File: config.mk
export PLATFORM = sky130hd
export DESIGN_NAME = sgp_power_ctrl
export DESIGN_NICKNAME = d
export VERILOG_FILES = /design/src/inc/sgp_pkg.sv /design/src/hw/sgp_power_ctrl.sv /design/src/hw/sgp_sync.sv
export SDC_FILE = /design/constraint.sdc
export NUM_CORES = 1
export LEC_CHECK = 0
export ABC_AREA = 1
export BUFFER_PORTS_ARGS = -buffer_cell sky130_fd_sc_hd__buf_2
export CAP_MARGIN = 0
export CORE_MARGIN = 5
export CORE_UTILIZATION = 40
export CTS_BUF_LIST = sky130_fd_sc_hd__clkbuf_4 sky130_fd_sc_hd__clkbuf_8
export DETAILED_ROUTE_END_ITERATION = 6
export GPL_TIMING_DRIVEN = 0
export HOLD_SLACK_MARGIN = 0.12
export MAX_ROUTING_LAYER = met4
export SYNTH_ARGS = -nofsm -noshare
export SYNTH_HDL_FRONTEND = slang
export SYNTH_SLANG_ARGS = --single-unit
File: constraint.sdc
create_clock -name clk -period 2 [get_ports clk]
set_input_delay 0.2 -clock clk [delete_from_list [all_inputs] [get_ports clk]]
set_output_delay 0.2 -clock clk [all_outputs]
set_load 0.01 [all_outputs]
File: src/inc/sgp_pkg.sv
package sgp_pkg;
  // Bus clocks from the acknowledge response phase to stop-grant
  localparam logic [4:0] SGP_GRANT_DELAY = 5'd20;
  // Clocks until the pin synchronisers hold real values again after a reset
  localparam logic [1:0] SGP_SYNC_FLUSH = 2'd2;
  localparam int SGP_NUM_EVENTS = 5;
  // Event bit positions
  localparam int SGP_EV_SMI = 0;
  localparam int SGP_EV_INIT = 1;
  localparam int SGP_EV_BUS_INIT_ERROR_N = 2;
  localparam int SGP_EV_LINT0 = 3;
  localparam int SGP_EV_LINT1 = 4;
  // Final count of each enhanced halt ratio/voltage step; the count runs 0 to 8, so a step lasts 9 cycles
  localparam logic [3:0] SGP_STEP_CYCLES = 4'd8;
  localparam logic SGP_RATIO_FULL = 1'b0;
  localparam logic SGP_RATIO_LOW = 1'b1;
  localparam logic SGP_VID_FULL = 1'b0;
  localparam logic SGP_VID_LOW = 1'b1;

  typedef enum logic [3:0] {
    SGP_NORMAL = 4'h0,
    SGP_ACK_REQ = 4'h1,
    SGP_ACK_WAIT = 4'h2,
    SGP_GRANT_CNT = 4'h3,
    SGP_GRANT = 4'h4,
    SGP_GRANT_SNOOP = 4'h5,
    SGP_HALT = 4'h6,
    SGP_HALT_SNOOP = 4'h7,
    SGP_EH_RATIO = 4'h8,
    SGP_EH_VID = 4'h9,
    SGP_EHALT = 4'ha,
    SGP_EH_SNOOP = 4'hb,
    SGP_EX_VID = 4'hc,
    SGP_EX_RATIO = 4'hd
  } sgp_state_type;
endpackage

File: src/hw/sgp_power_ctrl.sv
`timescale 1ns/1ps
module sgp_power_ctrl
  import sgp_pkg::*;
(
  input wire logic clk,
  input wire logic rstn,
  input wire logic stopClockRequest_n,
  input wire logic busInitError_n,
  input wire logic systemMgmtInterrupt_n,
  input wire logic softInit_n,
  input wire logic [1:0] localInterruptInputs,
  input wire logic snoopActive,
  input wire logic haltRequest,
  input wire logic enhancedHaltEnable,
  input wire logic ackResponseDone,
  input wire logic eventTaken,
  output logic ackCycleRequest,
  output logic [SGP_NUM_EVENTS-1:0] eventPending,
  output logic stopGranted,
  output logic inSnoop,
  output logic inHalt,
  output logic coreRatioLow,
  output logic voltageIdLow,
  output logic [3:0] powerState
);
  logic [SGP_NUM_EVENTS-1:0] rawEvents;
  logic [SGP_NUM_EVENTS-1:0] syncEvents;
  logic stopReqSync;
  logic snoopSync;
  logic stopReq;

  // These pins are asynchronous to clk; active-low ones are inverted before sync
  sgp_sync #(.WIDTH(SGP_NUM_EVENTS + 2)) uSync (
    .clk(clk),
    .rstn(rstn),
    .asyncIn({snoopActive, ~stopClockRequest_n, localInterruptInputs[1],
      localInterruptInputs[0], ~busInitError_n, ~softInit_n, ~systemMgmtInterrupt_n}),
    .syncOut({snoopSync, stopReqSync, syncEvents})
  );
  assign rawEvents = syncEvents;
  assign stopReq = stopReqSync;

  sgp_state_type state_reg, state_next;
  logic [4:0] grantCnt_reg, grantCnt_next;
  logic [3:0] stepCnt_reg, stepCnt_next;
  logic [SGP_NUM_EVENTS-1:0] latched_reg, latched_next;
  logic [SGP_NUM_EVENTS-1:0] evPrev_reg;
  logic [SGP_NUM_EVENTS-1:0] evRise;
  logic [SGP_NUM_EVENTS-1:0] pend_reg;
  logic ratioLow_reg, ratioLow_next;
  logic vidLow_reg, vidLow_next;
  logic inGrant;
  logic inHaltAny;
  logic replay;
  logic breakEvent;
  logic stepDone;
  logic [1:0] flush_reg;
  logic syncReady;

  assign inGrant = (state_reg == SGP_GRANT) || (state_reg == SGP_GRANT_SNOOP);
  assign inHaltAny = (state_reg == SGP_HALT) || (state_reg == SGP_EHALT);
  assign evRise = rawEvents & ~evPrev_reg;
  // Synchronisers restart at zero after reset; until refilled the stop pin
  // would look released and a reset in stop-grant would wrongly exit
  assign syncReady = (flush_reg == SGP_SYNC_FLUSH);
  // Latched events leave the latch when stop-grant ends
  assign replay = (state_reg == SGP_GRANT) && !stopReq && syncReady;
  assign breakEvent = |rawEvents;
  assign stepDone = (stepCnt_reg == SGP_STEP_CYCLES);

  // Stop-grant event latch; one bit per event caps repeats at one
  genvar gi;
  generate
    for (gi = 0; gi < SGP_NUM_EVENTS; gi++) begin : gEvent
      always_comb begin
        latched_next[gi] = latched_reg[gi];
        if (replay) begin
          latched_next[gi] = 1'b0;
        end else if (inGrant && evRise[gi]) begin
          latched_next[gi] = 1'b1;
        end
      end
    end
  endgenerate

  always_comb begin
    state_next = state_reg;
    grantCnt_next = grantCnt_reg;
    stepCnt_next = stepCnt_reg;
    ratioLow_next = ratioLow_reg;
    vidLow_next = vidLow_reg;
    case (state_reg)
      SGP_NORMAL: begin
        if (stopReq) begin
          state_next = SGP_ACK_REQ;
        end else if (haltRequest) begin
          if (enhancedHaltEnable) begin
            state_next = SGP_EH_RATIO;
            stepCnt_next = 4'h0;
          end else begin
            state_next = SGP_HALT;
          end
        end
      end
      SGP_ACK_REQ: state_next = SGP_ACK_WAIT;
      SGP_ACK_WAIT: begin
        if (ackResponseDone) begin
          state_next = SGP_GRANT_CNT;
          grantCnt_next = 5'd1;
        end
      end
      SGP_GRANT_CNT: begin
        if (grantCnt_reg == SGP_GRANT_DELAY) begin
          state_next = SGP_GRANT;
        end else begin
          grantCnt_next = grantCnt_reg + 5'd1;
        end
      end
      SGP_GRANT: begin
        if (replay) begin
          state_next = SGP_NORMAL;
        end else if (snoopSync) begin
          state_next = SGP_GRANT_SNOOP;
        end
      end
      SGP_GRANT_SNOOP: begin
        if (!snoopSync) begin
          state_next = SGP_GRANT;
        end
      end
      SGP_HALT: begin
        // A stop-clock request is ignored while halted; no acknowledge cycle is requested
        if (breakEvent) begin
          state_next = SGP_NORMAL;
        end else if (snoopSync) begin
          state_next = SGP_HALT_SNOOP;
        end
      end
      SGP_HALT_SNOOP: begin
        if (!snoopSync) begin
          state_next = SGP_HALT;
        end
      end
      SGP_EH_RATIO: begin
        ratioLow_next = SGP_RATIO_LOW;
        stepCnt_next = stepCnt_reg + 4'h1;
        if (stepDone) begin
          state_next = SGP_EH_VID;
          stepCnt_next = 4'h0;
        end
      end
      SGP_EH_VID: begin
        vidLow_next = SGP_VID_LOW;
        stepCnt_next = stepCnt_reg + 4'h1;
        if (stepDone) begin
          state_next = SGP_EHALT;
        end
      end
      SGP_EHALT: begin
        if (breakEvent) begin
          state_next = SGP_EX_VID;
          stepCnt_next = 4'h0;
        end else if (snoopSync) begin
          state_next = SGP_EH_SNOOP;
        end
      end
      SGP_EH_SNOOP: begin
        // Operating point untouched while snooping
        if (!snoopSync) begin
          state_next = SGP_EHALT;
        end
      end
      SGP_EX_VID: begin
        vidLow_next = SGP_VID_FULL;
        stepCnt_next = stepCnt_reg + 4'h1;
        if (stepDone) begin
          state_next = SGP_EX_RATIO;
          stepCnt_next = 4'h0;
        end
      end
      SGP_EX_RATIO: begin
        ratioLow_next = SGP_RATIO_FULL;
        stepCnt_next = stepCnt_reg + 4'h1;
        if (stepDone) begin
          state_next = SGP_NORMAL;
        end
      end
      default: state_next = SGP_NORMAL;
    endcase
  end

  // Reset while stopped reinitializes everything but the grant state
  always_ff @(posedge clk) begin
    if (!rstn) begin
      state_reg <= inGrant ? SGP_GRANT : SGP_NORMAL;
      grantCnt_reg <= 5'd0;
      stepCnt_reg <= 4'h0;
      ratioLow_reg <= SGP_RATIO_FULL;
      vidLow_reg <= SGP_VID_FULL;
      flush_reg <= 2'd0;
    end else begin
      if (!syncReady) begin
        flush_reg <= flush_reg + 2'd1;
      end
      state_reg <= state_next;
      grantCnt_reg <= grantCnt_next;
      stepCnt_reg <= stepCnt_next;
      ratioLow_reg <= ratioLow_next;
      vidLow_reg <= vidLow_next;
    end
  end

  // Pending events: replayed latch, or live edges outside stop-grant
  always_ff @(posedge clk) begin
    if (!rstn) begin
      latched_reg <= '0;
      evPrev_reg <= '0;
      pend_reg <= '0;
    end else begin
      latched_reg <= latched_next;
      evPrev_reg <= rawEvents;
      // New event wins over the consumer's clear
      pend_reg <= (pend_reg & ~{SGP_NUM_EVENTS{eventTaken}})
        | (replay ? latched_reg : '0)
        | ((inGrant && !replay) ? '0 : evRise);
    end
  end

  assign ackCycleRequest = (state_reg == SGP_ACK_REQ);
  assign eventPending = pend_reg;
  assign stopGranted = inGrant;
  assign inSnoop = (state_reg == SGP_GRANT_SNOOP) || (state_reg == SGP_HALT_SNOOP)
    || (state_reg == SGP_EH_SNOOP);
  assign inHalt = inHaltAny || (state_reg == SGP_HALT_SNOOP) || (state_reg == SGP_EH_SNOOP);
  assign coreRatioLow = ratioLow_reg;
  assign voltageIdLow = vidLow_reg;
  assign powerState = state_reg;

  property p_grant_delay;
    @(posedge clk) disable iff (!rstn)
    (state_reg == SGP_ACK_WAIT && ackResponseDone) |-> ##21 (state_reg == SGP_GRANT)
      || !stopReq;
  endproperty
  a_grant_delay: assert property (p_grant_delay) else $error("grant delay wrong");

  property p_ack_first;
    @(posedge clk) disable iff (!rstn)
    $rose(state_reg == SGP_GRANT_CNT) |-> $past(state_reg) == SGP_ACK_WAIT;
  endproperty
  a_ack_first: assert property (p_ack_first) else $error("count without ack");

  property p_latch_grant;
    @(posedge clk) disable iff (!rstn)
    (state_reg == SGP_GRANT && stopReq && evRise[SGP_EV_BUS_INIT_ERROR_N])
      |=> latched_reg[SGP_EV_BUS_INIT_ERROR_N] && !pend_reg[SGP_EV_BUS_INIT_ERROR_N];
  endproperty
  a_latch_grant: assert property (p_latch_grant) else $error("event not held");

  property p_exit_grant;
    @(posedge clk) disable iff (!rstn)
    replay |=> state_reg == SGP_NORMAL;
  endproperty
  a_exit_grant: assert property (p_exit_grant) else $error("no exit");

  property p_replay_once;
    @(posedge clk) disable iff (!rstn)
    replay |=> latched_reg == '0 && ((pend_reg & $past(latched_reg)) == $past(latched_reg));
  endproperty
  a_replay_once: assert property (p_replay_once) else $error("replay wrong");

  property p_snoop_enter;
    @(posedge clk) disable iff (!rstn)
    (state_reg == SGP_HALT && snoopSync && !breakEvent) |=> state_reg == SGP_HALT_SNOOP;
  endproperty
  a_snoop_enter: assert property (p_snoop_enter) else $error("snoop missed");

  property p_snoop_stay;
    @(posedge clk) disable iff (!rstn)
    (inSnoop && snoopSync) |=> inSnoop;
  endproperty
  a_snoop_stay: assert property (p_snoop_stay) else $error("snoop left early");

  property p_eh_point;
    @(posedge clk) disable iff (!rstn)
    (state_reg == SGP_EH_SNOOP) |-> coreRatioLow && voltageIdLow;
  endproperty
  a_eh_point: assert property (p_eh_point) else $error("point lost");

  property p_entry_order;
    @(posedge clk) disable iff (!rstn)
    $rose(voltageIdLow) |-> $past(coreRatioLow);
  endproperty
  a_entry_order: assert property (p_entry_order) else $error("vid before ratio");

  property p_exit_order;
    @(posedge clk) disable iff (!rstn)
    $fell(coreRatioLow) |-> !$past(voltageIdLow);
  endproperty
  a_exit_order: assert property (p_exit_order) else $error("ratio before vid");
endmodule

File: src/hw/sgp_sync.sv
`timescale 1ns/1ps
module sgp_sync #(
  parameter int WIDTH = 1
) (
  input wire logic clk,
  input wire logic rstn,
  input wire logic [WIDTH-1:0] asyncIn,
  output logic [WIDTH-1:0] syncOut
);
  logic [WIDTH-1:0] stage1_reg;
  logic [WIDTH-1:0] stage2_reg;

  // First stage feeds only the second one
  always_ff @(posedge clk) begin
    if (!rstn) begin
      stage1_reg <= '0;
      stage2_reg <= '0;
    end else begin
      stage1_reg <= asyncIn;
      stage2_reg <= stage1_reg;
    end
  end

  assign syncOut = stage2_reg;
endmodule

Yosys cells after proc, flatten, opt, wreduce, memory -nomap -nowiden. Index checks and enable logic that the tools add are counted.

Flip-flop bits (word level): 46. Bits of input ports: 13.

Add/sub/neg operators: 3. Eq/ne operators: 35. Multiplexer cells: 34. Bitwise operators: 11. Reductions and logical operators: 28.

Operators with widths (count): 4-bit 2-to-1 mux (24); 4-bit case mux with 14 select lines (1); 4-bit equality test, second input constant (7); 3-bit != test, second input constant (9); 5-bit 2-to-1 mux (4); 4-bit by 3-bit equality test with 1-bit output, second input constant (4); 4-bit by 3-bit != test with 1-bit output, second input constant (4); 4-bit case mux with 4 select lines (1); 13-bit AND reduction (1); 2-bit != test, second input constant (6); 5-bit bitwise AND (2); 5-bit inverter (2); 5-bit bitwise OR (2); 5-bit case mux with 2 select lines (1); 4-bit by 2-bit equality test with 1-bit output, second input constant (2); 1-bit logical AND (8); 1-bit logical OR (6); 2-bit nonzero test (3); 2-bit OR reduction (3); 5-bit by 1-bit adder with 5-bit output, second input constant (1); 5-bit equality test, second input constant (1); 1-bit inverter (5); 5-bit AND reduction (1); 5-bit OR reduction (1); other kinds (10) (12).

Longest topological paths before layout. Gate-level depths: netlist of the first run.

Depth in word-level cells: 7. Depth in mapped cells: 9. Gate-level depth less buffers: 9.

Cells and area by module. From an unflattened synthesis of the first run, not the netlist that was laid out.

Cells, all modules: 303. Area, all modules: 2165.8 um^2.

Modules (own cells, without submodules): sgp_power_ctrl (times used 1, cells an instance 260, area each 1769.2 um^2, sequential area each 680.7 um^2); sgp_sync (times used 1, cells an instance 43, area each 396.6 um^2, sequential area each 280.3 um^2).

Worst setup path after synthesis of the first run. Ideal clock, no wire load.

Kind: register -> register. Start point: register state_reg[0] (netlist: powerState[0]). End point: register state_reg[0] (netlist: powerState[0]), enable pin. Setup time: 0.274 ns. Arrival time: 1.269 ns. Required time: 1.726 ns. Slack: 0.457 ns. Stages on the path, launching flop included: 10. Cells stage by stage: edfxtp_1 -> buf_4 -> nor2_2 -> nand2_1 -> inv_1 -> nand3_1 -> nand2_1 -> nor2_1 -> nand2_1 -> nand2_1.

Word-level cells in the longest chain between the ends: 5. Elaborated cells between the ends (all ways): 29. Those cells by class: eq/ne (25); reduce/logical (4).

RTL lines: start, declared (line sgp_power_ctrl.sv:43) `sgp_state_type state_reg, state_next;`; start signal, assigned (line sgp_power_ctrl.sv:195) `state_reg <= inGrant ? SGP_GRANT : SGP_NORMAL;`; start signal, assigned (line sgp_power_ctrl.sv:205) `state_reg <= state_next;`; 4-bit by 3-bit equality test with 1-bit output (line sgp_power_ctrl.sv:67, sgp_power_ctrl.sv:92); 1-bit logical AND (2 in a row) (line sgp_power_ctrl.sv:67) `assign replay = (state_reg == SGP_GRANT) && !stopReq && syncReady;`; 4-bit by 3-bit != test with 1-bit output (no line); 13-bit AND reduction (no line) *.

Every way passes the cells marked *; elsewhere a longest branch is shown, timed or not. A chain may end at the register's enable or synchronous reset.

Worst setup path in the final report of the first run.
Start point: register state_reg[3] (netlist: powerState[3]). End point: output port stopGranted.

Word-level cells in the longest chain between the ends: 2. Elaborated cells between the ends (all ways): 3. Those cells by class: eq/ne (2); reduce/logical (1).

RTL lines: 4-bit by 3-bit equality test with 1-bit output (line sgp_power_ctrl.sv:60) `assign inGrant = (state_reg == SGP_GRANT) || (state_reg == SGP_GRANT_SNOOP);`; 1-bit logical OR * (line sgp_power_ctrl.sv:60); end, declared (line sgp_power_ctrl.sv:19) `output logic stopGranted,`.

Marked as above.

==> impl_metrics.csv, run 1 <==
group,metric,value,unit
min_path,min-delay-start,"eventTaken",
sta,finalClockSkew,0.00578,ns
floorplan,num_rows,26,
status,status,"completed",
grt,grt_pass1_vias,1789,
yosys,ys_ff_latch,46,
clocking,cts_root_buf,"clkbuf_8",
detailed_routing,via_per_inst,4.49,
setup_path,r2r_start,"powerState[0]",
clocking,clockBufferDepth,2,
clocking,clk_latency,0.30,ns
detailed_routing,totalWireLength,4340,um
pwr,combPwrFrac,35.7,%
sta,slew_headroom,60.7,%
sta,rsz0062_at_grt,"no",
grt,antenna_found_initial,0,
floorplan,fp.dieH,82.4,um
yosys,ys.warnings.count,0,
final_layout,areaGrowthSynthToFinish,19.4,%
yosys,synth.top_cells.by_area,"dfxtp_1 (40%), nand2_1 (14%), inv_1 (9.1%)",
sta,drv_slew,0,
final_layout,fill_cells,537,
sta,setup_viol,0,
final_layout,final_cell_mix,"nand2_1 (76), inv_1 (51), dfxtp_1 (42)",
setup_path,critical_path.startpoint_type,"flop",
sta,final.setup.tns,0,ns
grt,global_route.usage.total,15.5,%
clocking,cts_num_sinks,46,
place,place.gp.congestion,0.925,
pwr,power.total,2.91,mW
yosys,ys_seq_area_share,45.9,%
clocking,cts_tree,"done",
sta,worstMarginPinSlew,0.590,ns
flow_run,maxCapViolCount,0,
pwr,netSwitchingFraction,37.8,%
yosys,synth.distinct_cells,24,
yosys,synth_top_cell_area_share,40.1,%
setup_path,critPathCaptureType,"output pin",
clocking,h-tree-depth,2,
final_layout,finalNetCount,358,
setup_path,r2r_slack,0.27,ns
setup_path,cp.required,1.80,ns
detailed_routing,drtPass1Iterations,4,
detailed_routing,ant_nets,0,
detailed_routing,routedWlPerCell,10.6,um
yosys,avgSynthCellArea,6.98,um^2
detailed_routing,vias,1846,
sta,finalHoldViolCount,0,
final_layout,layout_commonest_cell,"nand2_1",
pwr,clockPowerShare,23.8,%
yosys,synth_nets,318,
place,port-buffer-count,26,
setup_path,r2r_end,"powerState[1]",
min_path,holdPathStages,4,
yosys,synth_cells,300,
grt,grt_pass1_wl,7820,um
setup_path,crit_type,"reg -> out",
pwr,p_int,1.81,mW
min_path,min_path_type,"in -> reg",
pwr,switchingPower,1.10,mW
final_layout,drive_gt1_share,12.9,%
floorplan,fp.dieW,82.4,um
yosys,synth_top_cell_by_area,"dfxtp_1",
pwr,pwr_density_cell,1160,nW/um^2
detailed_routing,drc_errors,0,
clocking,cts_buffers,5,
floorplan,num_io_pins,28,
final_layout,diodes,0,
pwr,p_leak,1.27,nW
sta,finalWorstPathRequiredPeriod,1.79,ns
setup_path,timing.critical_path.from,"powerState[3]",
grt,grt-ovfl-total,0,
min_path,whs_endpoint,"eventPending[1]",
place,dp_hpwl,3240,um
detailed_routing,drt-initial-drc-count,78,
pwr,ir_drop,0.000574,V
clocking,path_clk_slew,0.08,ns
setup_path,worst-path-max-fanout,8,
floorplan,core,5110,um^2
pwr,seq_power_share,40.5,%
sta,fmax,560,MHz
setup_path,arrival,1.59,ns
floorplan,dieArea,6780,um^2
grt,grt_max_degree,15,
yosys,synthesis.area,2090,um^2
sta,finalCritPeriodShare,89.3,%
setup_path,reg2reg_depth,9,
floorplan,initial_utilization,41.0,%
## synth_stat cells, drive strengths merged
library cell,instances
nand2,77
inv,52
nor2,45
dfxtp,42
a21oi,31
nand3,18
o21ai,8
ha,5
clkbuf,4
edfxtp,4
xor2,4
nand4,3
and3,1
buf,1
clkinv,1
nand3b,1
nor3,1
o211ai,1
xnor2,1
## worst max-delay path by stage
stage	slack [ns]	end	depth (start not counted)
after global placement	0.20	powerState[3]	8
after detailed placement	0.25	powerState[3]	8
final	0.21	stopGranted	4
after global routing	0.05	stopGranted	4
after floorplan	0.46	powerState[0]	9
after CTS	0.22	stopGranted	4
## power groups by stage
| stage | Sequential, mW | Clock [mW] | Combinational (mW) |
|---|---|---|---|
| 2_1_floorplan | 1.20 | 0 | 0.721 |
| 3_3_place_gp | 1.19 | 0 | 1.02 |
| 3_5_place_dp | 1.20 | 0 | 1.02 |
| 4_1_cts | 1.17 | 0.719 | 1.04 |
| 5_1_grt | 1.20 | 0.753 | 1.21 |
| 6_report | 1.18 | 0.692 | 1.04 |
## final cells by class
cell class	count	area, um^2	share of cell area (%)
multi-input cells	196	917	36.7
plain buffers	5	22.5	0.900
inverters	53	199	7.95
flip-flops and latches	46	961	38.4
clock inverters	2	37.5	1.50
well taps	70	87.6	3.50
clock buffers	6	76.3	3.05
repair buffers	33	200	8.00
## kinds of logic (layout without fill, tap and decap cells)
group,count (synthesis),count (layout),share of synthesized area (%)
adder cells (fa/ha/maj),5,5,2.99
XOR/XNOR,5,5,2.09
buffers and inverters,58,99,10.6
AO/OA/AOI/OAI,40,40,9.68
flip-flops,46,46,45.9
AND/OR/NAND/NOR,146,146,28.8
## metrics by stage
stage                     hold slack [ns]  cells  cell area (um^2)  util (%)  setup WS, ns
after floorplan                     0.272    300              2090         -         0.457
after global placement              0.355    396              2310      45.3         0.196
after detailed placement            0.358    396              2310      45.3         0.247
after CTS                           0.287    411              2500      48.9         0.217
after global routing                0.336    411              2500      49.0        0.0542
final                               0.293    411              2500      49.0         0.214
## layer usage
metal  share of wire [%]  vias up  global-route usage [%]
met5                   0        -                       -
met4                 1.9        0                    5.65
met3                 4.7        9                    3.90
met2                  43       38                    24.0
met1                  50      795                    19.6
li1                    -     1004                       -
## critical path, cell delays in order (launching register included)
cell,delay (ns)
edfxtp_1,0.51
inv_1,0.17
nand2_1,0.13
nor2_2,0.29
buf_2,0.20
## timing repair
item,in CTS,in global routing
setup buffers,0,0
hold buffers,7,0
hold endpoints to repair,7,0
setup endpoints to repair,0,4
resized for setup,0,2
(Power assumes the default switching activity.)
==> run 2, diff against run 1 <==
clock period = 2.1 ns   (was 2 ns; I/O delays follow)
==> impl_metrics.csv, run 2 (synthesized netlist as in run 1, its figures left out) <==
group,metric,value,unit
clocking,cts_tree,"done",
floorplan,core,5110,um^2
floorplan,fp.dieW,82.4,um
detailed_routing,drtPass1Iterations,4,
min_path,min_path_type,"in -> reg",
grt,grt_pass1_vias,1789,
clocking,path_clk_slew,0.09,ns
grt,grt_max_degree,15,
sta,fmax,555,MHz
grt,grt-ovfl-total,0,
grt,global_route.usage.total,15.5,%
detailed_routing,drt-initial-drc-count,74,
pwr,p_leak,1.27,nW
detailed_routing,totalWireLength,4310,um
setup_path,worst-path-max-fanout,6,
sta,worstMarginPinSlew,0.592,ns
detailed_routing,routedWlPerCell,10.5,um
floorplan,num_rows,26,
sta,slew_headroom,60.5,%
sta,finalCritPeriodShare,85.7,%
floorplan,fp.dieH,82.4,um
setup_path,critical_path.startpoint_type,"flop",
final_layout,regArea,961,um^2
final_layout,areaGrowthSynthToFinish,19.2,%
sta,finalWorstPathRequiredPeriod,1.80,ns
clocking,cts_num_sinks,46,
clocking,cts_root_buf,"clkbuf_8",
sta,finalHoldViolCount,0,
detailed_routing,vias,1832,
clocking,h-tree-depth,2,
final_layout,layout_commonest_cell,"nand2_1",
clocking,cts_setup_buffers,0,
flow_run,maxCapViolCount,0,
floorplan,initial_utilization,41.0,%
final_layout,drive_gt1_share,12.3,%
sta,drv_slew,0,
floorplan,dieArea,6780,um^2
clocking,clockBufferDepth,2,
final_layout,fin_util,48.9,%
clocking,cts_buffers,5,
floorplan,num_io_pins,28,
pwr,ir_drop,0.000515,V
pwr,pwr_density_cell,1110,nW/um^2
setup_path,crit_type,"reg -> reg",
detailed_routing,via_per_inst,4.46,
sta,final.setup.tns,0,ns
clocking,clk_latency,0.29,ns
sta,rsz0062_at_grt,"no",
grt,antenna_found_initial,0,
place,place.gp.congestion,0.925,
place,port-buffer-count,26,
final_layout,fill_cells,535,
final_layout,finalNetCount,358,
detailed_routing,ant_nets,0,
setup_path,critPathCaptureType,"flop",
grt,grt_pass1_wl,7820,um
sta,setup_viol,0,
sta,finalClockSkew,0.00578,ns
setup_path,cp.required,2.12,ns
place,dp_hpwl,3240,um
final_layout,final_cell_mix,"nand2_1 (76), inv_1 (51), dfxtp_1 (42)",
setup_path,arrival,1.82,ns
detailed_routing,drc_errors,0,
final_layout,multi_input_area,912,um^2
status,status,"completed",
final_layout,diodes,0,
-- run 2: worst paths after layout --
path / start / to / slack [ns] / cells past startpoint
worst max register to register: powerState[2] / powerState[1] / 0.30 / 8
worst max-delay path: powerState[2] / powerState[1] / 0.30 / 8
worst min register to register: uSync.stage1_reg[0] / uSync.syncOut[0] / 0.42 / 2
worst min-delay path: eventTaken / eventPending[1] / 0.30 / 4
-- run 2: per-layer routing --
| metal | track usage, % | up-vias | part of all wire [%] |
|---|---|---|---|
| met2 | 24.0 | 30 | 43 |
| li1 | - | 1008 | - |
| met3 | 3.90 | 7 | 4.6 |
| met4 | 5.65 | 0 | 1.6 |
| met1 | 19.6 | 787 | 51 |
| met5 | - | - | 0 |
-- run 2: repair_timing --
item,4_1_cts,5_1_grt
hold buffers,7,0
endpoints found under the setup margin,0,0
hold endpoints to repair,7,0
resized for setup,0,0
-- run 2: final cells by class --
class                      count  area share (%)
inverter                      53            7.97
tap                           70            3.51
clock inverter                 2            1.50
sequential                    46            38.5
buffer                         5           0.902
clock buffer                   6            3.06
timing repair buffer          33            8.02
multi-input combinational    196            36.5
-- run 2: worst max-delay path, cell delays in order, from the launching register on --
cell and delay [ns]:
edfxtp_1 0.49, nor2_1 0.37, nand2_1 0.13, inv_1 0.13, nand3_1 0.09, nand2_1 0.07
nor2_1 0.04, nand2_1 0.08, nand2_1 0.13
-- run 2: power breakdown --
part | internal [mW] | switching (mW)
combinational | 0.333 | 0.646
clock | 0.368 | 0.293
sequential | 1.02 | 0.100
total | 1.72 | 1.04
-- run 2: through the flow --
step	setup slack [ns]	cells	total power [mW]	hold WS [ns]	cell area (um^2)
3_3_place_gp	0.296	396	2.11	0.365	2310
5_1_grt	0.0685	411	3.01	0.346	2500
2_1_floorplan	0.557	300	1.83	0.282	2090
3_5_place_dp	0.347	396	2.11	0.368	2310
6_report	0.300	411	2.76	0.304	2500
4_1_cts	0.307	411	2.79	0.297	2500
